[src/hdl/brs_pkg.sv]
// package: shared constants and carrier types for the bypass router selector
package brs_pkg;

  // ----------------------------------------------------------------
  // constants
  // ----------------------------------------------------------------
  localparam int unsigned CLK_FREQ_HZ     = 10000000;
  localparam int unsigned FILTER_TIME_US  = 2;      // contact debounce settle time
  localparam int unsigned FILTER_CYCLES   = (FILTER_TIME_US * (CLK_FREQ_HZ / 1000000));
  localparam int unsigned FILTER_CNT_W    = 8;
  localparam logic        RST_SEL_SECOND  = 1'b0;   // program starts on input one
  localparam logic        RST_AUTO_SECOND = 1'b0;

  // ----------------------------------------------------------------
  // types
  // ----------------------------------------------------------------
  typedef enum logic [1:0] {BRS_STD_NONE, BRS_STD_SD, BRS_STD_HD} brs_std_t;
  typedef enum logic [1:0] {BRS_REF_NONE, BRS_REF_BLACK, BRS_REF_TRI} brs_ref_t;

  // per-input status reported by the line front ends
  typedef struct packed {
    logic valid;       // valid video present
    logic rate_hd;     // 1 = 1.485 Gb/s seen, 0 = 270 Mb/s
    logic [1:0] audio; // embedded audio groups one and two present
  } brs_in_stat_t;

  // routing decision handed to the crosspoint
  typedef struct packed {
    logic     pgm_second;   // program from input two
    logic     prev_second;  // preview from input two
    brs_std_t pgm_std;
    brs_std_t prev_std;
    logic     mon_bypass;   // monitor outputs carry direct copies
    logic [1:0] mon_pgm_audio;
    logic [1:0] mon_prev_audio;
  } brs_route_t;

endpackage

[src/hdl/brs_contact_filter.sv]
// module: three-stage synchroniser and debounce for one active-low contact input
module brs_contact_filter #(
  parameter int unsigned CYCLES = brs_pkg::FILTER_CYCLES
) (
  input  wire logic sys_clk_in,
  input  wire logic rst_n_in,
  input  wire logic contact_n_in,
  output logic      active_out,
  output logic      press_out
);
  logic [2:0] sync_q;
  logic [brs_pkg::FILTER_CNT_W-1:0] cnt_q;
  logic stable_q;
  logic agree;
  logic differ;
  logic done;

  // settled sample: second and third stages agree, low means asserted
  assign agree  = (sync_q[1] == sync_q[2]);
  assign differ = agree && (~sync_q[2] != stable_q);
  assign done   = (cnt_q == brs_pkg::FILTER_CNT_W'(CYCLES - 1));

  // synchroniser chain, idle high as the pull-up leaves it
  always_ff @(posedge sys_clk_in or negedge rst_n_in)
  begin
    if (!rst_n_in)
      sync_q <= 3'h7;
    else
      sync_q <= {sync_q[1:0], contact_n_in};
  end

  // a new level must hold for the filter time before it is taken
  always_ff @(posedge sys_clk_in or negedge rst_n_in)
  begin
    if (!rst_n_in)
    begin
      cnt_q    <= '0;
      stable_q <= 1'b0;
      press_out <= 1'b0;
    end
    else
    begin
      press_out <= 1'b0;
      if (!differ)
        cnt_q <= '0;
      else if (done)
      begin
        cnt_q    <= '0;
        stable_q <= ~sync_q[2];
        press_out <= ~sync_q[2]; // one pulse per activation
      end
      else
        cnt_q <= cnt_q + 1'b1;
    end
  end

  assign active_out = stable_q;

  chk_one_pulse: assert property (@(posedge sys_clk_in) disable iff (!rst_n_in)
    press_out |=> !press_out) else $error("press pulse longer than one cycle");
endmodule

[src/hdl/brs_select_ctrl.sv]
// module: program and preview selection control with contact inputs and tallies
// How it works
// - input one is the program source, input two the backup or preview source.
// - selected program source drives all three program outputs, same standard.
// - preview output carries the non-program source in its own standard.
// - contact inputs are active low; open input reads inactive.
// - manual mode: press on first input puts input one on program.
// - manual mode: press on second input puts input two on program.
// - automatic mode: a held contact forces its routing regardless of quality.
// - both contacts high or both low keeps automatic switching.
// - first tally high for input one on program, second for input two.
// - each input rate, SD or HD, is detected without configuration.
// - reference type, colour black or tri-level, is detected automatically.
// - SD program and preview bypass downconverters onto monitor outputs.
// - monitor outputs carry two audio groups from their respective inputs.
module brs_select_ctrl (
  input  wire logic                  sys_clk_in,
  input  wire logic                  reset_n_in,
  input  wire logic                  select_first_in,
  input  wire logic                  select_second_in,
  input  wire logic                  switch_mode_setting_in, // 1 = automatic
  input  wire brs_pkg::brs_in_stat_t stat_first_in,
  input  wire brs_pkg::brs_in_stat_t stat_second_in,
  input  wire logic                  ref_present_in,
  input  wire logic                  ref_tri_level_in,
  output brs_pkg::brs_route_t        route_out,
  output brs_pkg::brs_ref_t          ref_type_out,
  output logic [2:0]                 program_output_sel_out,
  output logic                       tally_first_out,
  output logic                       tally_second_out
);

  // ----------------------------------------------------------------
  // reset release
  // ----------------------------------------------------------------
  logic [1:0] rst_sync_q;
  logic       rst_n;

  // asynchronous assert, two-flop synchronous release
  always_ff @(posedge sys_clk_in or negedge reset_n_in)
  begin
    if (!reset_n_in)
      rst_sync_q <= 2'h0;
    else
      rst_sync_q <= {rst_sync_q[0], 1'b1};
  end
  assign rst_n = rst_sync_q[1];

  // ----------------------------------------------------------------
  // contact inputs
  // ----------------------------------------------------------------
  logic first_active;
  logic first_press;
  logic second_active;
  logic second_press;

  brs_contact_filter u_first (
    .sys_clk_in   (sys_clk_in),
    .rst_n_in     (rst_n),
    .contact_n_in (select_first_in),
    .active_out   (first_active),
    .press_out    (first_press)
  );

  brs_contact_filter u_second (
    .sys_clk_in   (sys_clk_in),
    .rst_n_in     (rst_n),
    .contact_n_in (select_second_in),
    .active_out   (second_active),
    .press_out    (second_press)
  );

  // mode level from a strap pin: three flops, change once stages agree
  logic [2:0] mode_sync_q;
  logic       auto_mode_q;
  always_ff @(posedge sys_clk_in or negedge rst_n)
  begin
    if (!rst_n)
    begin
      mode_sync_q <= 3'h0;
      auto_mode_q <= 1'b0;
    end
    else
    begin
      mode_sync_q <= {mode_sync_q[1:0], switch_mode_setting_in};
      if (mode_sync_q[1] == mode_sync_q[2])
        auto_mode_q <= mode_sync_q[2];
    end
  end

  // ----------------------------------------------------------------
  // selection decision
  // ----------------------------------------------------------------
  logic sel_second_q;
  logic sel_second_d;
  logic force_first;
  logic force_second;
  logic auto_second;
  logic first_good;
  logic second_good;

  assign first_good   = stat_first_in.valid;
  assign second_good  = stat_second_in.valid;
  assign force_first  = first_active && !second_active;
  assign force_second = second_active && !first_active;
  // automatic choice: leave a failed program for a good backup, return only when input one is good and input two has failed
  assign auto_second  = sel_second_q ? !(first_good && !second_good) || !first_good
                                        && second_good
                                     : (!first_good && second_good);

  // next program source
  always_comb
  begin
    sel_second_d = sel_second_q;
    if (!auto_mode_q)
    begin
      if (first_press)
        sel_second_d = 1'b0;
      else if (second_press)
        sel_second_d = 1'b1;
    end
    else if (force_first)
      sel_second_d = 1'b0;
    else if (force_second)
      sel_second_d = 1'b1;
    else
      sel_second_d = auto_second;
  end

  always_ff @(posedge sys_clk_in or negedge rst_n)
  begin
    if (!rst_n)
      sel_second_q <= brs_pkg::RST_SEL_SECOND;
    else
      sel_second_q <= sel_second_d;
  end

  // ----------------------------------------------------------------
  // standards, reference and monitor path
  // ----------------------------------------------------------------
  brs_pkg::brs_std_t std_first;
  brs_pkg::brs_std_t std_second;
  brs_pkg::brs_route_t route_d;
  brs_pkg::brs_ref_t ref_d;

  assign std_first  = !first_good ? brs_pkg::BRS_STD_NONE
                    : stat_first_in.rate_hd ? brs_pkg::BRS_STD_HD : brs_pkg::BRS_STD_SD;
  assign std_second = !second_good ? brs_pkg::BRS_STD_NONE
                    : stat_second_in.rate_hd ? brs_pkg::BRS_STD_HD : brs_pkg::BRS_STD_SD;
  assign ref_d = !ref_present_in ? brs_pkg::BRS_REF_NONE
               : ref_tri_level_in ? brs_pkg::BRS_REF_TRI : brs_pkg::BRS_REF_BLACK;

  // routing word from the next selection, sel_second_d, not the registered one
  always_comb
  begin
    route_d.pgm_second     = sel_second_d;
    route_d.prev_second    = !sel_second_d;
    route_d.pgm_std        = sel_second_d ? std_second : std_first;
    route_d.prev_std       = sel_second_d ? std_first : std_second;
    route_d.mon_bypass     = (route_d.pgm_std != brs_pkg::BRS_STD_HD) &&
                             (route_d.prev_std != brs_pkg::BRS_STD_HD);
    route_d.mon_pgm_audio  = sel_second_d ? stat_second_in.audio : stat_first_in.audio;
    route_d.mon_prev_audio = sel_second_d ? stat_first_in.audio : stat_second_in.audio;
  end

  // ----------------------------------------------------------------
  // registered outputs
  // ----------------------------------------------------------------
  always_ff @(posedge sys_clk_in or negedge rst_n)
  begin
    if (!rst_n)
    begin
      route_out              <= '0;
      ref_type_out           <= brs_pkg::BRS_REF_NONE;
      program_output_sel_out <= 3'h0;
      tally_first_out        <= 1'b0;
      tally_second_out       <= 1'b0;
    end
    else
    begin
      route_out              <= route_d;
      ref_type_out           <= ref_d;
      program_output_sel_out <= {3{sel_second_d}}; // all three follow
      tally_first_out        <= !sel_second_d;
      tally_second_out       <= sel_second_d;
    end
  end

  // ----------------------------------------------------------------
  // checks
  // ----------------------------------------------------------------
  chk_tally_onehot: assert property (@(posedge sys_clk_in) disable iff (!rst_n)
    $past(rst_n) |-> (tally_first_out != tally_second_out))
    else $error("tallies not one-hot");
  chk_tally_route: assert property (@(posedge sys_clk_in) disable iff (!rst_n)
    tally_second_out == route_out.pgm_second)
    else $error("tally disagrees with route");
  chk_prev_other: assert property (@(posedge sys_clk_in) disable iff (!rst_n)
    $past(rst_n) |-> route_out.prev_second != route_out.pgm_second)
    else $error("preview equals program");
  chk_pgm_fanout: assert property (@(posedge sys_clk_in) disable iff (!rst_n)
    program_output_sel_out == {3{route_out.pgm_second}})
    else $error("program outputs differ");
  chk_manual_first: assert property (@(posedge sys_clk_in) disable iff (!rst_n)
    (!auto_mode_q && first_press) |=> tally_first_out)
    else $error("manual first ignored");
  chk_manual_second: assert property (@(posedge sys_clk_in) disable iff (!rst_n)
    (!auto_mode_q && !first_press && second_press) |=> tally_second_out)
    else $error("manual second ignored");
  chk_force_first: assert property (@(posedge sys_clk_in) disable iff (!rst_n)
    (auto_mode_q && force_first) |=> !route_out.pgm_second)
    else $error("force first ignored");
  chk_force_second: assert property (@(posedge sys_clk_in) disable iff (!rst_n)
    (auto_mode_q && force_second) |=> route_out.pgm_second)
    else $error("force second ignored");
  chk_auto_kept: assert property (@(posedge sys_clk_in) disable iff (!rst_n)
    (auto_mode_q && first_active == second_active) |=>
      route_out.pgm_second == $past(auto_second))
    else $error("auto switching lost");
  chk_mon_bypass: assert property (@(posedge sys_clk_in) disable iff (!rst_n)
    route_out.mon_bypass |-> (route_out.pgm_std != brs_pkg::BRS_STD_HD) &&
      (route_out.prev_std != brs_pkg::BRS_STD_HD))
    else $error("bypass with hd");

  cov_manual_swap: cover property (@(posedge sys_clk_in) disable iff (!rst_n)
    !auto_mode_q && second_press ##1 tally_second_out);
  cov_auto_force: cover property (@(posedge sys_clk_in) disable iff (!rst_n)
    auto_mode_q && force_second);
  cov_auto_fail: cover property (@(posedge sys_clk_in) disable iff (!rst_n)
    auto_mode_q && !first_good && second_good ##1 tally_second_out);
  cov_hd_route: cover property (@(posedge sys_clk_in) disable iff (!rst_n)
    route_out.pgm_std == brs_pkg::BRS_STD_HD);
endmodule

[config.mk]
export PLATFORM = sky130hd
export DESIGN_NAME = brs_select_ctrl
export DESIGN_NICKNAME = d
export VERILOG_FILES = /design/src/hdl/brs_pkg.sv /design/src/hdl/brs_contact_filter.sv /design/src/hdl/brs_select_ctrl.sv
export SDC_FILE = /design/constraint.sdc
export NUM_CORES = 1
export LEC_CHECK = 0
export BUFFER_PORTS_ARGS = -buffer_cell sky130_fd_sc_hd__buf_2
export CAP_MARGIN = 30
export CORE_ASPECT_RATIO = 0.6
export CORE_MARGIN = 8
export CORE_UTILIZATION = 41
export CTS_CLUSTER_DIAMETER = 100
export DETAILED_ROUTE_END_ITERATION = 12
export SLEW_MARGIN = 20
export SYNTH_ARGS = -nofsm -noshare
export SYNTH_HDL_FRONTEND = slang
export SYNTH_SLANG_ARGS = --single-unit
export TNS_END_PERCENT = 30
[constraint.sdc]
create_clock -name sys_clk_in -period 4.1 [get_ports sys_clk_in]
set_clock_uncertainty 0.15 [all_clocks]
set_input_delay 1.23 -clock sys_clk_in [delete_from_list [all_inputs] [get_ports sys_clk_in]]
set_output_delay 1.23 -clock sys_clk_in [all_outputs]
set_load 0.02 [all_outputs]
Word-level counts from Yosys, hierarchy flattened
Index checks and enable logic that the tools add are counted.
Storage, ports and cells
  bits in registers: 46
  output and inout port bits: 18
Operators by class
  add/sub/neg operators: 2
  eq/ne operators: 9
  muxes and demuxes: 24
  bitwise gates (word level): 2
  reductions and logical operators: 16
Operator list (number)
  two-way mux 8 bit: 4
  two-way mux 2 bit: 10
  adder 8 x 1 -> 8 bit, second input constant: 2
  equality test 8 x 5 -> 1 bit, second input constant: 2
  two-way mux 1 bit: 10
  logical AND 1 bit: 7
  zero test 1 bit: 6
  != test 2 bit, second input constant: 2
  AND reduction 2 bit: 2
  equality test 1 bit: 3
  != test 1 bit: 2
  NOT 1 bit: 2
  logical OR 1 bit: 1

Longest topological paths before layout
  depth in word-level cells: 11
  gate-level depth with buffers: 5
  depth with buffers taken out: 5

Cells and area by module
Synthesis repeated with hierarchy kept, for this count alone.
Unflattened totals
  cells, all modules: 145
  area, all modules: 1813.0 sq um
By module, submodules not included
  brs_contact_filter: times used 2, cells an instance 48, area an instance 541.8 sq um
  brs_select_ctrl: times used 1, cells an instance 49, area an instance 729.4 sq um

Least setup slack after synthesis
No wires, ideal clock.
  path type: input to register
  start point: input port stat_second_in[3] in the netlist's numbering
  end point: register route_out[0] in the netlist's numbering
  setup time: 125 ps
  arrival time: 2109 ps
  data required time: 3825 ps
  slack: 1716 ps
  stages: 5
  path buffers: 1
  cell sequence: nor2_1 > o21ai_0 > a311o_1 > buf_6 > mux2_4
RTL lines
  from (decl): RTL line brs_select_ctrl.sv:23  | input wire brs_pkg::brs_in_stat_t stat_second_in,
  to (signal assigned): RTL line brs_select_ctrl.sv:181  | route_out <= route_d;
  to (decl): RTL line brs_select_ctrl.sv:26  | output brs_pkg::brs_route_t route_out,

==> impl_metrics.json <==
{
  "place_congestion": 0.7342,
  "final_util": 0.4979,
  "start_util": 0.4312,
  "cts_hold_buf": 0,
  "hold_violations": 0,
  "final_layout_size_suffix_gt1_frac": 0.2717,
  "fin_nets": 200,
  "syn_inst": 149,
  "stdcell_count": 244,
  "yosys_warnings": 0,
  "num_io_pins": 33,
  "cts_tree": "built",
  "ant_nets": 0,
  "r2r_start": "u_second.cnt_q[0]",
  "post-route-drc-count": 0,
  "layout_commonest_cell": "dfrtp_1",
  "p_leak_nw": 0.9838,
  "ys_ff_latch": 45,
  "reg2reg_depth": 5,
  "clock_latency_ns": 0.29,
  "antenna_found_initial": 0,
  "syn_area_per_cell_um2": 12.06,
  "vdd_drop_max_mv": 0.2352,
  "max_cap_violations": 0,
  "cts-resized-gates": 0,
  "wire_per_inst_um": 13.17,
  "grt_pass1_wl_um": 5216,
  "r2r_setup_slack_ns": 2.14,
  "crit_path_end": "route_out[3]",
  "dp_slack_ns": 1.382,
  "cts_buffers": 5,
  "rows": 18,
  "multi_input_area_um2": 599.3,
  "grt_usage": 0.09967,
  "dpl.hpwl_um": 2372,
  "port_buffers": 32,
  "cp-end-kind": "register",
  "worstSetupPathType": "primary input to register",
  "synth_nets": 166,
  "yosysTopAreaCellShare": 0.5432,
  "slew_violations": 0,
  "synth_top_cells_by_area": "dfrtp_1 54%, dfstp_2 8.8%, nor2_1 4.6%",
  "grt_max_degree": 44,
  "area_delta_synth_final_pct": 15.46,
  "routed_via_density": 4.635,
  "post_cts_buffers": 0,
  "cts_sinks": 45,
  "finalSetupTns_ns": 0,
  "startpoint": "stat_second_in[3]",
  "reg2reg_to": "u_second.cnt_q[2]",
  "finalWirelength_um": 3214,
  "core_area_um2": 4167,
  "setup_viol": 0,
  "drt_iter0_drc": 20,
  "rsz0062_at_grt": "false",
  "ys_types": 33,
  "cp.required_ns": 4.13,
  "cts_max_level": 2,
  "worstPathMaxFanout": 10,
  "period_share": 0.5874,
  "tightest_slew_ns": 0.5649,
  "root_buffer": "clkbuf_8",
  "max-slew-margin-rel": 0.6195,
  "worstPathArrival_ns": 2.44,
  "critPathSlowestCell": "a311o_1",
  "worst_slack_ns": 1.692,
  "cts_buffer_depth": 2,
  "gr-total-overflow": 0,
  "ys_seq_area_frac": 0.6309,
  "regArea_um2": 1134,
  "fp.dieW_um": 101.5,
  "synth_top_cell_by_area": "dfrtp_1",
  "dieArea_um2": 6826,
  "grt_pass1_vias": 1172,
  "syn_area_um2": 1797,
  "min_period_ns": 2.408,
  "hold_path_class": "register to asynchronous set/reset pin",
  "power.total_w": 0.0008751,
  "cp_slowest_stage_delay_ns": 0.55,
  "drtPass1Iterations": 4,
  "fmax_ghz": 0.4152,
  "path_clk_slew_ns": 0.08,
  "cellPowerDensity_nw_per_um2": 421.8,
  "dr_total_vias": 1131,
  "dpl.cell_count": 236,
  "path_cells": "buf_2 -> nor2_1 -> o21ai_0 -> a311o_1 -> mux2_4",
  "fill_cells": 377,
  "diodes": 0,
  "die_h_um": 67.28,
  "final_cell_mix": "39 x dfrtp_1, 32 x buf_2, 22 x nor2_1",
  "cp-start-kind": "primary input",
  "run_status": "completed"
}
## cell families after synthesis
logic type                 share of synthesized area
adders and majority gates                    0.01950
AOI/OAI and AO/OA                            0.03900
xor gates and xnor gates                     0.04875
other                                       0.002087
muxes                                        0.05571
buffers and inverters                        0.03551
and+or+nand+nor                               0.1685
DFF                                           0.6309
## state kept, by name (all words and copies together) (netlist names)
| signal | flops |
|---|---|
| mode_sync_q | 3 |
| u_second.press_out | 1 |
| rst_sync_q | 2 |
| tally_second_out | 1 |
| u_first.press_out | 1 |
| u_first.sync_q | 3 |
| u_second.sync_q | 3 |
| u_first.cnt_q | 8 |
| ref_type_out | 2 |
| tally_first_out | 1 |
| route_out | 9 |
| auto_mode_q | 1 |
| u_first.active_out | 1 |
| u_second.active_out | 1 |
| u_second.cnt_q | 8 |
## how the worst min path moves through the flow
stage	slack, ns	cells past startpoint	endpoint
6_report	0.17	1	mode_sync_q[0]
5_1_grt	0.21	0	u_first.sync_q[1]
4_1_cts	0.19	1	route_out[8]
3_5_place_dp	0.19	1	mode_sync_q[0]
3_3_place_gp	0.17	1	mode_sync_q[0]
2_1_floorplan	0.18	0	mode_sync_q[1]
## area by class of cell
| cell class | count | area share |
|---|---|---|
| Tap cell | 60 | 0.03619 |
| Sequential cell | 45 | 0.5464 |
| Clock inverter | 1 | 0.003619 |
| Clock buffer | 7 | 0.03679 |
| Timing Repair Buffer | 33 | 0.08082 |
| Inverter | 4 | 0.007238 |
| Multi-Input combinational cell | 94 | 0.2889 |
## cell usage after synthesis, drive strengths merged
| cell type | number |
|---|---|
| nor2b | 2 |
| or3 | 1 |
| a21boi | 1 |
| maj3 | 1 |
| dfstp | 6 |
| a21oi | 2 |
| and3b | 1 |
| o21ai | 5 |
| nor4bb | 1 |
| conb | 1 |
| mux2i | 4 |
| nor2 | 22 |
| a311o | 1 |
| dfrtp | 39 |
| a2bb2oi | 2 |
| nand2 | 7 |
| inv | 4 |
| nand4 | 1 |
| buf | 6 |
| and2 | 2 |
| mux2 | 4 |
| nor3 | 4 |
| nand3 | 9 |
| nand2b | 3 |
| and3 | 4 |
| nor4 | 3 |
| and4 | 1 |
| xnor2 | 2 |
| ha | 2 |
| xor2 | 8 |
## critical path: cells and delay by family
family,cells,cell delay [ns]
compound gates,2,0.70
mux,1,0.34
buf+inv,1,0.12
simple gates,1,0.04
## stage by stage
stage,hold WS (ns),instance area [um^2]
after floorplan,0.1812,1797
after global placement,0.1737,1991
after detailed placement,0.1870,1991
after CTS,0.1945,2074
after global routing,0.2118,2074
final,0.1660,2074
## routing by layer
metal,GRT usage,part of all wire
met1,0.1119,0.46
met2,0.1656,0.46
met3,0.04821,0.078
met4,0.03315,0.0028
met5,0,0
## where the power goes
part / internal (W) / switching [W] / total, W
clock network: 0.000121 / 0.000139 / 0.000259
logic: 0.0000489 / 0.0000804 / 0.000129
registers: 0.000472 / 0.0000149 / 0.000486
Note: power is estimated with default switching activity, not from simulation.
